File: src/hdl/acr_pkg.sv
// constants and types for the converter control and result block
// Functional notes
// channel code selects single, differential, bandgap, ground
// enable bit powers converter; clearing aborts conversion
// start bit begins conversion; free running repeats
// first conversion after enable takes 25 cycles
// start bit reads one while busy; zero ignored
// auto trigger starts on selected source rising edge
// done flag sets when result bytes update
// interrupt request while flag and enable set
// vector acknowledge clears the done flag
// writing one clears done flag; zero keeps
// prescaler divides clock by 2 to 128
// result bytes at 0x78 and 0x79, read-only
// low byte read locks result until high read
// software reads low byte before high byte
// left justify puts bits 9..2 in high
// right justify default, bits 9..8 in high
// trigger source field selects eight trigger sources
// source switch to set flag makes edge; code does so only from a low source, never into free running
// channel and reference changes apply after conversion
// justify change reorders result bytes at once
// result while locked dropped, flag still set
// prescaler held reset while converter disabled
package acr_pkg;
    localparam logic [7:0] ACR_OFS_RES_LO = 8'h78;
    localparam logic [7:0] ACR_OFS_RES_HI = 8'h79;
    localparam logic [7:0] ACR_OFS_CTRL_A = 8'h7A;
    localparam logic [7:0] ACR_OFS_CTRL_B = 8'h7B;
    localparam logic [7:0] ACR_OFS_INSEL = 8'h7C;
    localparam int ACR_BIT_ON = 7;
    localparam int ACR_BIT_GO = 6;
    localparam int ACR_BIT_AUTO = 5;
    localparam int ACR_BIT_DONE = 4;
    localparam int ACR_BIT_IE = 3;
    localparam int ACR_BIT_LJ = 5;
    localparam logic [7:0] ACR_RESET_BYTE = 8'h00;
    localparam int ACR_FIRST_CYCLES = 25;
    localparam int ACR_NORMAL_CYCLES = 13;
    localparam logic [2:0] ACR_TRIG_FREE = 3'h0;
    localparam int ACR_RESULT_W = 10;

    // register bus request
    typedef struct packed {
        logic [7:0] addr;
        logic [7:0] wdata;
        logic wr;
        logic rd;
    } acr_bus_t;

    typedef enum logic [1:0] {
        ACR_IDLE = 2'b00,
        ACR_CONV = 2'b01,
        ACR_DONE = 2'b11
    } acr_state_t;
endpackage

File: src/hdl/acr_prescaler.sv
// converter clock enable divider
`timescale 1ns/1ps
`default_nettype none
module acr_prescaler
    import acr_pkg::*;
#(
    parameter int CNT_W = 7
)
(
    input wire logic CLK,
    input wire logic RESETN,
    input wire logic run,
    input wire logic [2:0] div_sel,
    output logic tick
);
    // the slowest divide needs all seven counter bits in the mask
    if (CNT_W != 7)
    begin : g_bad_width
        $error("prescaler counter must be 7 bits");
    end

    logic [CNT_W-1:0] cnt_r;
    logic [CNT_W-1:0] mask;

    // codes 0 and 1 both divide by two
    always_comb
    begin
        if (div_sel <= 3'h1)
            mask = CNT_W'(1);
        else
            mask = CNT_W'((1 << div_sel) - 1);
    end

    always_ff @(posedge CLK or negedge RESETN)
    begin
        if (!RESETN)
            cnt_r <= '0;
        else if (!run)
            cnt_r <= '0;
        else
            cnt_r <= cnt_r + CNT_W'(1);
    end

    assign tick = run && ((cnt_r & mask) == mask);
endmodule
`default_nettype wire

File: src/hdl/acr_top.sv
// converter control, trigger, prescaler and result registers
//
// Implementation choice: the plain strobed port.
`timescale 1ns/1ps
`default_nettype none
module acr_top
    import acr_pkg::*;
(
    input wire logic CLK,
    input wire logic RESETN,
    input wire logic [7:0] ADDR,
    input wire logic [7:0] WDATA,
    input wire logic WR,
    input wire logic RD,
    output logic [7:0] RDATA,
    input wire logic [7:0] TRIG_FLAGS,
    input wire logic [ACR_RESULT_W-1:0] CONV_RESULT,
    input wire logic IRQ_ACK,
    output logic IRQ_REQ,
    output logic CONV_POWER,
    output logic SAMPLE,
    output logic [4:0] CHANNEL_SELECT,
    output logic [1:0] REFERENCE_SELECT,
    output logic BUSY
);
    acr_bus_t bus;
    assign bus = '{addr: ADDR, wdata: WDATA, wr: WR, rd: RD};

    logic on_r, go_r, auto_r, done_r, ie_r;
    logic [2:0] div_r;
    logic [2:0] trig_sel_r;
    logic [7:0] insel_r;
    logic [ACR_RESULT_W-1:0] res_r;
    logic lock_r;
    logic first_r;
    logic trig_prev_r;
    logic [4:0] cyc_r;
    acr_state_t st_r;
    logic tick;
    logic wr_a, wr_b, wr_m, rd_lo, rd_hi;
    logic start_req, trig_lvl, trig_edge, finish;

    function automatic logic hit(input acr_bus_t b, input logic [7:0] a);
        return b.wr && b.addr == a;
    endfunction

    assign wr_a = hit(bus, ACR_OFS_CTRL_A);
    assign wr_b = hit(bus, ACR_OFS_CTRL_B);
    assign wr_m = hit(bus, ACR_OFS_INSEL);
    assign rd_lo = bus.rd && bus.addr == ACR_OFS_RES_LO;
    assign rd_hi = bus.rd && bus.addr == ACR_OFS_RES_HI;

    acr_prescaler #(.CNT_W(7)) u_div (
        .CLK(CLK),
        .RESETN(RESETN),
        .run(on_r),
        .div_sel(div_r),
        .tick(tick)
    );

    // free running uses the done flag as its own trigger level
    always_comb
    begin
        if (trig_sel_r == ACR_TRIG_FREE)
            trig_lvl = done_r;
        else
            trig_lvl = TRIG_FLAGS[trig_sel_r];
    end
    // prev tracks source after switch so edge comes from new level
    assign trig_edge = trig_lvl && !trig_prev_r && auto_r;
    assign finish = st_r == ACR_CONV && tick
        && cyc_r == 5'(ACR_NORMAL_CYCLES - 1);

    always_comb
    begin
        start_req = 1'b0;
        if (wr_a && bus.wdata[ACR_BIT_GO])
            start_req = 1'b1;
        if (trig_edge && on_r)
            start_req = 1'b1;
        if (st_r == ACR_DONE && auto_r && trig_sel_r == ACR_TRIG_FREE)
            start_req = 1'b1;
    end

    always_ff @(posedge CLK or negedge RESETN)
    begin
        if (!RESETN)
            trig_prev_r <= 1'b0;
        else if (wr_b && bus.wdata[2:0] == ACR_TRIG_FREE)
            trig_prev_r <= 1'b1;
        else
            trig_prev_r <= trig_lvl;
    end

    always_ff @(posedge CLK or negedge RESETN)
    begin
        if (!RESETN)
        begin
            on_r <= 1'b0;
            auto_r <= 1'b0;
            ie_r <= 1'b0;
            div_r <= 3'h0;
            trig_sel_r <= 3'h0;
            insel_r <= ACR_RESET_BYTE;
        end
        else
        begin
            if (wr_a)
            begin
                on_r <= bus.wdata[ACR_BIT_ON];
                auto_r <= bus.wdata[ACR_BIT_AUTO];
                ie_r <= bus.wdata[ACR_BIT_IE];
                div_r <= bus.wdata[2:0];
            end
            if (wr_b)
                trig_sel_r <= bus.wdata[2:0];
            if (wr_m)
                insel_r <= bus.wdata;
        end
    end

    // conversion sequencer; first run doubles the count minus one
    always_ff @(posedge CLK or negedge RESETN)
    begin
        if (!RESETN)
        begin
            st_r <= ACR_IDLE;
            go_r <= 1'b0;
            cyc_r <= 5'h0;
            first_r <= 1'b1;
        end
        else if (wr_a && !bus.wdata[ACR_BIT_ON])
        begin
            st_r <= ACR_IDLE;
            go_r <= 1'b0;
            first_r <= 1'b1;
        end
        else
        begin
            case (st_r)
                ACR_IDLE, ACR_DONE:
                begin
                    st_r <= ACR_IDLE;
                    if (start_req && (on_r || (wr_a && bus.wdata[ACR_BIT_ON])))
                    begin
                        st_r <= ACR_CONV;
                        go_r <= 1'b1;
                        cyc_r <= first_r
                            ? 5'(ACR_NORMAL_CYCLES - ACR_FIRST_CYCLES)
                            : 5'h0;
                        first_r <= 1'b0;
                    end
                end
                ACR_CONV:
                begin
                    if (tick)
                        cyc_r <= cyc_r + 5'h1;
                    if (finish)
                    begin
                        st_r <= ACR_DONE;
                        go_r <= 1'b0;
                    end
                end
                default:
                    st_r <= ACR_IDLE;
            endcase
        end
    end

    // set wins over both clears
    always_ff @(posedge CLK or negedge RESETN)
    begin
        if (!RESETN)
            done_r <= 1'b0;
        else if (finish)
            done_r <= 1'b1;
        else if (IRQ_ACK)
            done_r <= 1'b0;
        else if (wr_a && bus.wdata[ACR_BIT_DONE])
            done_r <= 1'b0;
    end

    always_ff @(posedge CLK or negedge RESETN)
    begin
        if (!RESETN)
        begin
            res_r <= '0;
            lock_r <= 1'b0;
        end
        else
        begin
            if (finish && !lock_r)
                res_r <= CONV_RESULT;
            if (rd_lo)
                lock_r <= 1'b1;
            else if (rd_hi)
                lock_r <= 1'b0;
        end
    end

    // channel and reference latched only when not converting
    always_ff @(posedge CLK or negedge RESETN)
    begin
        if (!RESETN)
        begin
            CHANNEL_SELECT <= 5'h0;
            REFERENCE_SELECT <= 2'h0;
        end
        else if (st_r != ACR_CONV)
        begin
            CHANNEL_SELECT <= insel_r[4:0];
            REFERENCE_SELECT <= insel_r[7:6];
        end
    end

    always_ff @(posedge CLK or negedge RESETN)
    begin
        if (!RESETN)
        begin
            IRQ_REQ <= 1'b0;
            CONV_POWER <= 1'b0;
            SAMPLE <= 1'b0;
            BUSY <= 1'b0;
        end
        else
        begin
            IRQ_REQ <= done_r && ie_r;
            CONV_POWER <= on_r;
            SAMPLE <= finish;
            BUSY <= go_r;
        end
    end

    // justification applied on read, so a change shows at once
    always_ff @(posedge CLK or negedge RESETN)
    begin
        if (!RESETN)
            RDATA <= ACR_RESET_BYTE;
        else if (!bus.rd)
            RDATA <= ACR_RESET_BYTE;
        else
        begin
            case (bus.addr)
                ACR_OFS_RES_LO:
                    RDATA <= insel_r[ACR_BIT_LJ]
                        ? {res_r[1:0], 6'h00}
                        : res_r[7:0];
                ACR_OFS_RES_HI:
                    RDATA <= insel_r[ACR_BIT_LJ]
                        ? res_r[9:2]
                        : {6'h00, res_r[9:8]};
                ACR_OFS_CTRL_A:
                    RDATA <= {on_r, go_r, auto_r, done_r, ie_r, div_r};
                ACR_OFS_CTRL_B:
                    RDATA <= {5'h00, trig_sel_r};
                ACR_OFS_INSEL:
                    RDATA <= insel_r;
                default:
                    RDATA <= ACR_RESET_BYTE;
            endcase
        end
    end
endmodule
`default_nettype wire

File: config.mk
export PLATFORM = sky130hd
export DESIGN_NAME = acr_top
export DESIGN_NICKNAME = d
export VERILOG_FILES = /design/src/hdl/acr_pkg.sv /design/src/hdl/acr_prescaler.sv /design/src/hdl/acr_top.sv
export SDC_FILE = /design/constraint.sdc
export NUM_CORES = 1
export LEC_CHECK = 0
export BUFFER_PORTS_ARGS = -buffer_cell sky130_fd_sc_hd__buf_4
export CELL_PAD_IN_SITES_DETAIL_PLACEMENT = 1
export CELL_PAD_IN_SITES_GLOBAL_PLACEMENT = 1
export CORE_MARGIN = 4
export CORE_UTILIZATION = 47
export DETAILED_ROUTE_END_ITERATION = 8
export PLACE_DENSITY = 0.84
export SYNTH_ARGS = -nofsm -noshare
export SYNTH_HDL_FRONTEND = slang
export SYNTH_SLANG_ARGS = --single-unit
File: constraint.sdc
create_clock -name CLK -period 6.1 [get_ports CLK]
set_input_delay 1.83 -clock CLK [delete_from_list [all_inputs] [get_ports CLK]]
set_output_delay 1.83 -clock CLK [all_outputs]
set_load 0.01 [all_outputs]
==> qor.csv, run 1 <==
metric,value,unit
"Net Count, Synth",319,
share of cells above drive strength 1,36.1,%
gr ovfl total,0,
remaining routing DRC violations,0,
Core ar.,6460,sq um
Synth async-reset ratio,100,%
RSZ-0062 raised after global routing,false,
Min-Delay Path Class,reg2reg,
syn_area_per_cell,11.7,sq um
post-synthesis sequential area ratio,51.1,%
Synth Instances,273,
Worst-Skew Late Latency,340,ps
Root Buffer,clkbuf_8,
actual slew at the worst max-slew pin,847,ps
Post-CTS Setup Bufs,0,
Avg WL per Cell,19.6,microns
multi-input logic area,1480,sq um
Worst Hold Depth,0,
setup TNS,0,ps
GR peak layer,met2,
period utilization,59.8,%
Port Buffer Count,56,
clock buffer depth,2,
DRT iter0 DRCs,123,
Lkg Pwr,1.86,nW
H-tree depth,3,
number of vias per cell,5.90,
Die ar.,8160,sq um
Worst-path clk slew,70,ps
dpl hpwl,5730,microns
Initial Util,49.3,%
critical path class,in2reg,
top post-synthesis cells by area,"dfrtp_1 50%, mux2_2 14%, ha_1 2.7%",
vias in the first global route,2661,
CTS Hold Bufs,0,
"EDFF count, synth",0,
area share of the largest cell type after synthesis,50.3,%
Setup-failing EPs final,0,
Max Freq,274,MHz
Syn. warnings,0,
fin. max-slew vios,0,
RD Place Congestion,0.806,
Yosys cell types,49,
Post-synth top flop,dfrtp_1,
met3 usage,4.08,%
P&R area growth vs syn,22.2,%
Worst slew margin,43.5,%
fin util,60.3,%
initial antenna violation count,0,
Power Density,245,nW/um^2
Reg area,1630,sq um
clock sinks,65,
dpl cell area,3660,sq um
M2 GR Usage,35.7,%
Layout Skew,8.09,ps
fill count,705,
# IOs,58,
# nets final,376,
CP max FO,9,
CP arrival,3880,ps
Yosys reg bits,65,
Final ANT Viol Nets,0,
DR vias,2431,
met1 Track Usage GR,26.7,%
num rows,29,
MaxCap Viol Count,0,
"Req. time, crit path",6330,ps
Horiz. Die Dim,90.3,microns
cell taking the most area after synthesis,dfrtp_1,
final wirelength,8090,microns
Worst Reg-to-Reg Cells,7,
Die Y-Extent,90.3,microns
startpoint types,primary input,
largest net degree at the start of global routing,66,
TritonCTS clock tree,yes,
GRT Total Usage,21.1,%
drt first pass iters,4,
cell area after layout,3890,sq um
Worst VDD drop,0.122,mV
Mapped Area,3190,sq um
Tmin final,3650,ps
first-pass GRT wire length,13700,microns
crit end category,flip-flop,
status,completed,
CTS resizes,0,
n_diodes,0,
clock buffer count from CTS,9,
Final Hold Viols,0,
## worst paths after layout
kind | slack (ps) | start | endpoint
min in group asynchronous | 1580 | RESETN | u_div.cnt_r[2]
max reg2reg | 2950 | st_r[1] | res_r[9]
max | 2450 | ADDR[7] | insel_r[5]
min | 460 | go_r | BUSY
min reg2reg | 460 | go_r | BUSY
max in group asynchronous | 3990 | RESETN | res_r[8]
## routing by layer
| metal | up-vias | routed length [microns] |
|---|---|---|
| met3 | 15 | 376 |
| met4 | 0 | 140 |
| met1 | 1227 | 3480 |
| met2 | 68 | 4090 |
| li1 | 1121 | - |
| met5 | - | 0 |
## where the power goes
group / internal, mW / total (mW) / switching, mW
registers: 0.442 / 0.454 / 0.0119
clock network: 0.264 / 0.431 / 0.168
logic: 0.0344 / 0.0681 / 0.0337
total: 0.740 / 0.953 / 0.213
## worst max-delay path, stage by stage
cell and delay (ps):
buf_4 110, nor2b_1 130, nand4_1 270, nor4_2 700, nand2_1 460, mux2_2 390
## state kept, by name, summed over array words and instances (netlist names), 2 cells and up
name / cells
div_r: 3
REFERENCE_SELECT: 2
CHANNEL_SELECT: 5
cyc_r: 5
insel_r: 8
trig_sel_r: 3
res_r: 10
st_r: 2
u_div.cnt_r: 7
RDATA: 8
## synth_stat cells (3+ instances only)
library cell	instances
xnor2_1	4
nand4_1	5
and3_1	3
nand3_1	11
a222oi_1	5
nand2_1	20
o22ai_1	4
ha_1	7
and2_1	5
inv_1	9
mux2_2	41
nor3_1	5
clkbuf_1	7
or3_1	3
nor2_1	9
dfrtp_1	64
a21oi_1	10
and4b_1	4
nor2b_1	5
mux2i_1	6
o21ai_0	6
nand3b_1	5
## cell type report
class	instances	area share, %
clock inverter	4	1.90
inverter	9	0.867
tap	77	2.47
multi-input combinational	189	37.9
clock buffer	12	4.24
sequential	65	41.8
timing repair buffer	56	10.8
## cell families after synthesis
group,after synthesis,synth area share [%]
AOI/OAI and AO/OA,44,10.4
muxes,47,16.4
xor gates and xnor gates,6,1.65
DFF,65,51.1
buffers and inverters,19,2.55
and+or+nand+nor,85,15.2
adders and majority gates,7,2.75
## placed cells by master, fill, tap and decap left out, types with 3 or more instances in the layout
cell | synthesis | final
dfrtp_1 | 64 | 64
buf_4 | 0 | 56
mux2_2 | 41 | 41
nand2_1 | 20 | 20
clkbuf_8 | 0 | 12
nand3_1 | 11 | 11
a21oi_1 | 10 | 10
inv_1 | 9 | 9
nor2_1 | 9 | 9
ha_1 | 7 | 7
o21ai_0 | 6 | 6
mux2i_1 | 6 | 6
and2_1 | 5 | 5
nor2b_1 | 5 | 5
nand4_1 | 5 | 5
a222oi_1 | 5 | 5
nor3_1 | 5 | 5
nand3b_1 | 5 | 5
xnor2_1 | 4 | 4
and4b_1 | 4 | 4
o22ai_1 | 4 | 4
and3_1 | 3 | 3
or3_1 | 3 | 3
## metrics by stage
step	instances	setup slack [ps]	hold WS, ps	total power, mW
finish	412	2450	457	0.953
global route	412	2220	466	0.993
CTS	412	2430	456	0.962
detailed placement	396	2100	440	0.530
global placement	396	2100	436	0.527
floorplan	273	2620	369	0.486
Power figures use the tool's default switching activity.
==> run 2, diff against run 1 <==
- ABC_AREA: not set -> 1
- CORE_UTILIZATION: 47 -> 41
- PLACE_DENSITY: 0.84 -> 0.79
- clock period: 6.1 -> 3.4 ns (I/O delays scaled with it)
==> run 2 against run 1 <==
- first-iteration DRC count up 31%
- clock-buffer cell count down 1
- area after synthesis up 2.8%
- clock skew down 3.7 ps
- power up 140%
- worst setup slack worse by 1500 ps
- non-clock buffer count up 1
- core utilization down 9.1 points
- hold slack worse by 14 ps
==> qor.csv, run 2 <==
metric,value,unit,change
status,completed,,unchanged
"commonest non-fill, non-tap cell in the layout",nand2_1,,was dfrtp_1
CTS resizes,0,,unchanged
remaining routing DRC violations,0,,unchanged
gr ovfl total,0,,unchanged
Syn. warnings,0,,unchanged
cell area after layout,3980,sq um,was 3890 sq um
largest net degree at the start of global routing,66,,unchanged
top post-synthesis cells by area,"dfrtp_1 49%, nand2_1 12%, o21ai_0 6.9%",,"was dfrtp_1 50%, mux2_2 14%, ha_1 2.7%"
Initial Util,42.2,%,was 49.3%
internal power,1.49,mW,was 740 uW
Worst-path clk slew,70,ps,about the same
synth cell count leaders,"107 x nand2_1, 64 x dfrtp_1, 50 x inv_1",,"was 64 x dfrtp_1, 41 x mux2_2, 20 x nand2_1"
most frequent cells in the layout,"107 x nand2_1, 64 x dfrtp_1, 57 x buf_4, 50 x inv_1, 45 x o21ai_0",,"was 64 x dfrtp_1, 56 x buf_4, 41 x mux2_2, 20 x nand2_1, 12 x clkbuf_8"
critical path class,reg2reg,,was in2reg
post-synthesis sequential area ratio,49.7,%,was 51.1%
Clk pwr share,29.5,%,was 45.2%
drt first pass iters,5,,was 4
post-synthesis adder-cell area fraction,2.67,%,was 2.75%
cell taking the most area after synthesis,dfrtp_1,,unchanged
flip-flop count of the largest register after layout,10,,unchanged
CP arrival,2700,ps,was 3880 ps
CTS Hold Bufs,0,,unchanged
P&R area growth vs syn,21.5,%,was 22.2%
simple-gate area share of the yosys netlist,26.8,%,was 15.2%
area share of the largest cell type after synthesis,48.9,%,was 50.3%
Worst slew margin,44.1,%,was 43.5%
dominant cell by count in the synthesized netlist,nand2_1,,was dfrtp_1
"EDFF count, synth",0,,unchanged
Root Buffer,clkbuf_8,,unchanged
GRT Total Usage,20.3,%,was 21.1%
largest family of logic cells by synthesized area,simple AND/OR/NAND/NOR gates,,was multiplexers
Reg with most FFs,res_r,,unchanged
MaxCap Viol Count,0,,unchanged
dpl hpwl,7080,microns,was 5730 microns
syn_area_per_cell,8.23,sq um,was 11.7 sq um
DR vias,2963,,was 2431
RD Place Congestion,0.865,,was 0.806
startpoint types,flip-flop,,was primary input
Final Hold Viols,0,,unchanged
Mapped Area,3280,sq um,was 3190 sq um
post-synthesis mux area share,0,%,was 16.4%
Synth Instances,398,,was 273
n_diodes,0,,unchanged
num rows,32,,was 29
Max Freq,409,MHz,
TritonCTS clock tree,yes,,unchanged
setup TNS,0,ps,unchanged
"Net Count, Synth",444,,was 319
Power Density,568,nW/um^2,was 245 nW/um^2
Post-CTS Setup Bufs,0,,unchanged
Port Buffer Count,56,,unchanged
RSZ-0062 raised after global routing,false,,unchanged
# IOs,58,,unchanged
largest registers,"res_r (10), RDATA (8), insel_r (8)",,unchanged
crit end category,flip-flop,,unchanged
Yosys cell types,35,,was 49
vias in the first global route,3110,,was 2661
P_sw,769,uW,was 213 uW
"Req. time, crit path",3660,ps,was 6330 ps
# nets final,505,,was 376
Layout Skew,4.43,ps,was 8.09 ps
Post-synth top flop,dfrtp_1,,unchanged
Synth async-reset ratio,100,%,unchanged
Worst VDD drop,0.283,mV,was 0.122 mV
Horiz. Die Dim,97.4,microns,was 90.3 microns
Die Y-Extent,97.4,microns,was 90.3 microns
Core ar.,7770,sq um,was 6460 sq um
xor/xnor share of the synthesized area,0.535,%,was 1.65%
actual slew at the worst max-slew pin,838,ps,was 847 ps
initial antenna violation count,0,,unchanged
H-tree depth,3,,unchanged
switching share of power,34.0,%,was 22.4%
post-synthesis compound-gate area fraction,12.6,%,was 10.4%
Worst-Skew Late Latency,340,ps,about the same
Flop pwr share,44.4,%,was 47.6%
clock sinks,65,,unchanged
Final ANT Viol Nets,0,,unchanged
Logic pwr share,26.1,%,was 7.1%
fin. max-slew vios,0,,unchanged
Avg WL per Cell,16.3,microns,was 19.6 microns
first-pass GRT wire length,15600,microns,was 13700 microns
Min-Delay Path Class,reg2reg,,unchanged
period utilization,71.9,%,
Die ar.,9480,sq um,was 8160 sq um
Setup-failing EPs final,0,,unchanged
clock buffer depth,2,,unchanged
Yosys reg bits,65,,unchanged
clock buffer count from CTS,9,,unchanged
CP max FO,15,,was 9
share of cells above drive strength 1,20.5,%,was 36.1%
Fin Hold WS,443,ps,was 457 ps
number of vias per cell,5.23,,was 5.90
Tmin final,2450,ps,
dpl cell area,3780,sq um,was 3660 sq um
final wirelength,9200,microns,was 8090 microns
Lkg Pwr,1.93,nW,was 1.86 nW
DRT iter0 DRCs,161,,was 123
## run 2: changes by cell type in the layout (fill, tap and decap cells not counted), moves of 7 or more
cell and delta:
nand3_1 +24, nor2_1 +7, mux2_2 -41, o21ai_0 +39, nand2_1 +87, inv_1 +41
## run 2: worst paths after layout
| check | start | endpoint | slack, ps | depth (start not counted) |
|---|---|---|---|---|
| hold / removal | go_r | BUSY | 440 | 0 |
| hold reg to reg | go_r | BUSY | 440 | 0 |
| min in group asynchronous | RESETN | res_r[0] | 780 | 1 |
| setup / recovery | div_r[1] | res_r[7] | 950 | 12 |
| max in group asynchronous | RESETN | REFERENCE_SELECT[1] | 2080 | 1 |
| setup reg to reg | div_r[1] | res_r[7] | 950 | 12 |
## run 2: kinds of logic (layout without fill, tap and decap cells)
group / count (synthesis) / after routing
simple gates: 189 / 189
compound gates: 74 / 74
flops: 65 / 65
buf+inv: 61 / 127
fa+ha+maj: 7 / 7
xor+xnor: 2 / 2
## run 2: worst max-delay path, stage by stage (launching register included)
cell,delay (ps)
dfrtp_1,460
inv_1,160
nand3_1,90
ha_1,230
inv_1,100
nand2_1,80
nand3_1,110
nand2_1,90
a21oi_2,220
nand3_2,290
nor2_4,350
nand2_1,90
o21ai_0,90
## run 2: metal layers
| metal | GRT usage [%] | up-vias | wire, microns |
|---|---|---|---|
| li1 | - | 1428 | - |
| met1 | 27.2 | 1460 | 4260 |
| met2 | 33.0 | 63 | 4420 |
| met3 | 4.38 | 12 | 375 |
| met4 | 6.39 | 0 | 140 |
| met5 | 0 | - | 0 |
## run 2: power groups by stage
| stage | Combinational, mW | Sequential (mW) | Clock, mW |
|---|---|---|---|
| after floorplan | 0.358 | 1.01 | 0 |
| after global placement | 0.567 | 1.01 | 0 |
| after detailed placement | 0.598 | 1.02 | 0 |
| after CTS | 0.603 | 1.01 | 0.675 |
| after global routing | 0.677 | 1.03 | 0.724 |
| final | 0.589 | 1.00 | 0.667 |
## run 2: cell type report
type	count	area, sq um
clock inverters	5	55.1
well taps	102	128
inverters	54	203
flip-flops and latches	65	1630
repair buffers	57	428
multi-input cells	272	1400
fillers	974	3790
clock buffers	11	141
## run 2: per-stage QoR
step | cells | power, mW | utilization, % | worst slack, ps
2_1_floorplan | 398 | 1.37 | - | 1350
3_3_place_gp | 550 | 1.58 | 48.7 | 976
3_5_place_dp | 550 | 1.62 | 48.7 | 882
4_1_cts | 566 | 2.28 | 51.2 | 969
5_1_grt | 566 | 2.43 | 51.2 | 722
6_report | 566 | 2.26 | 51.2 | 954
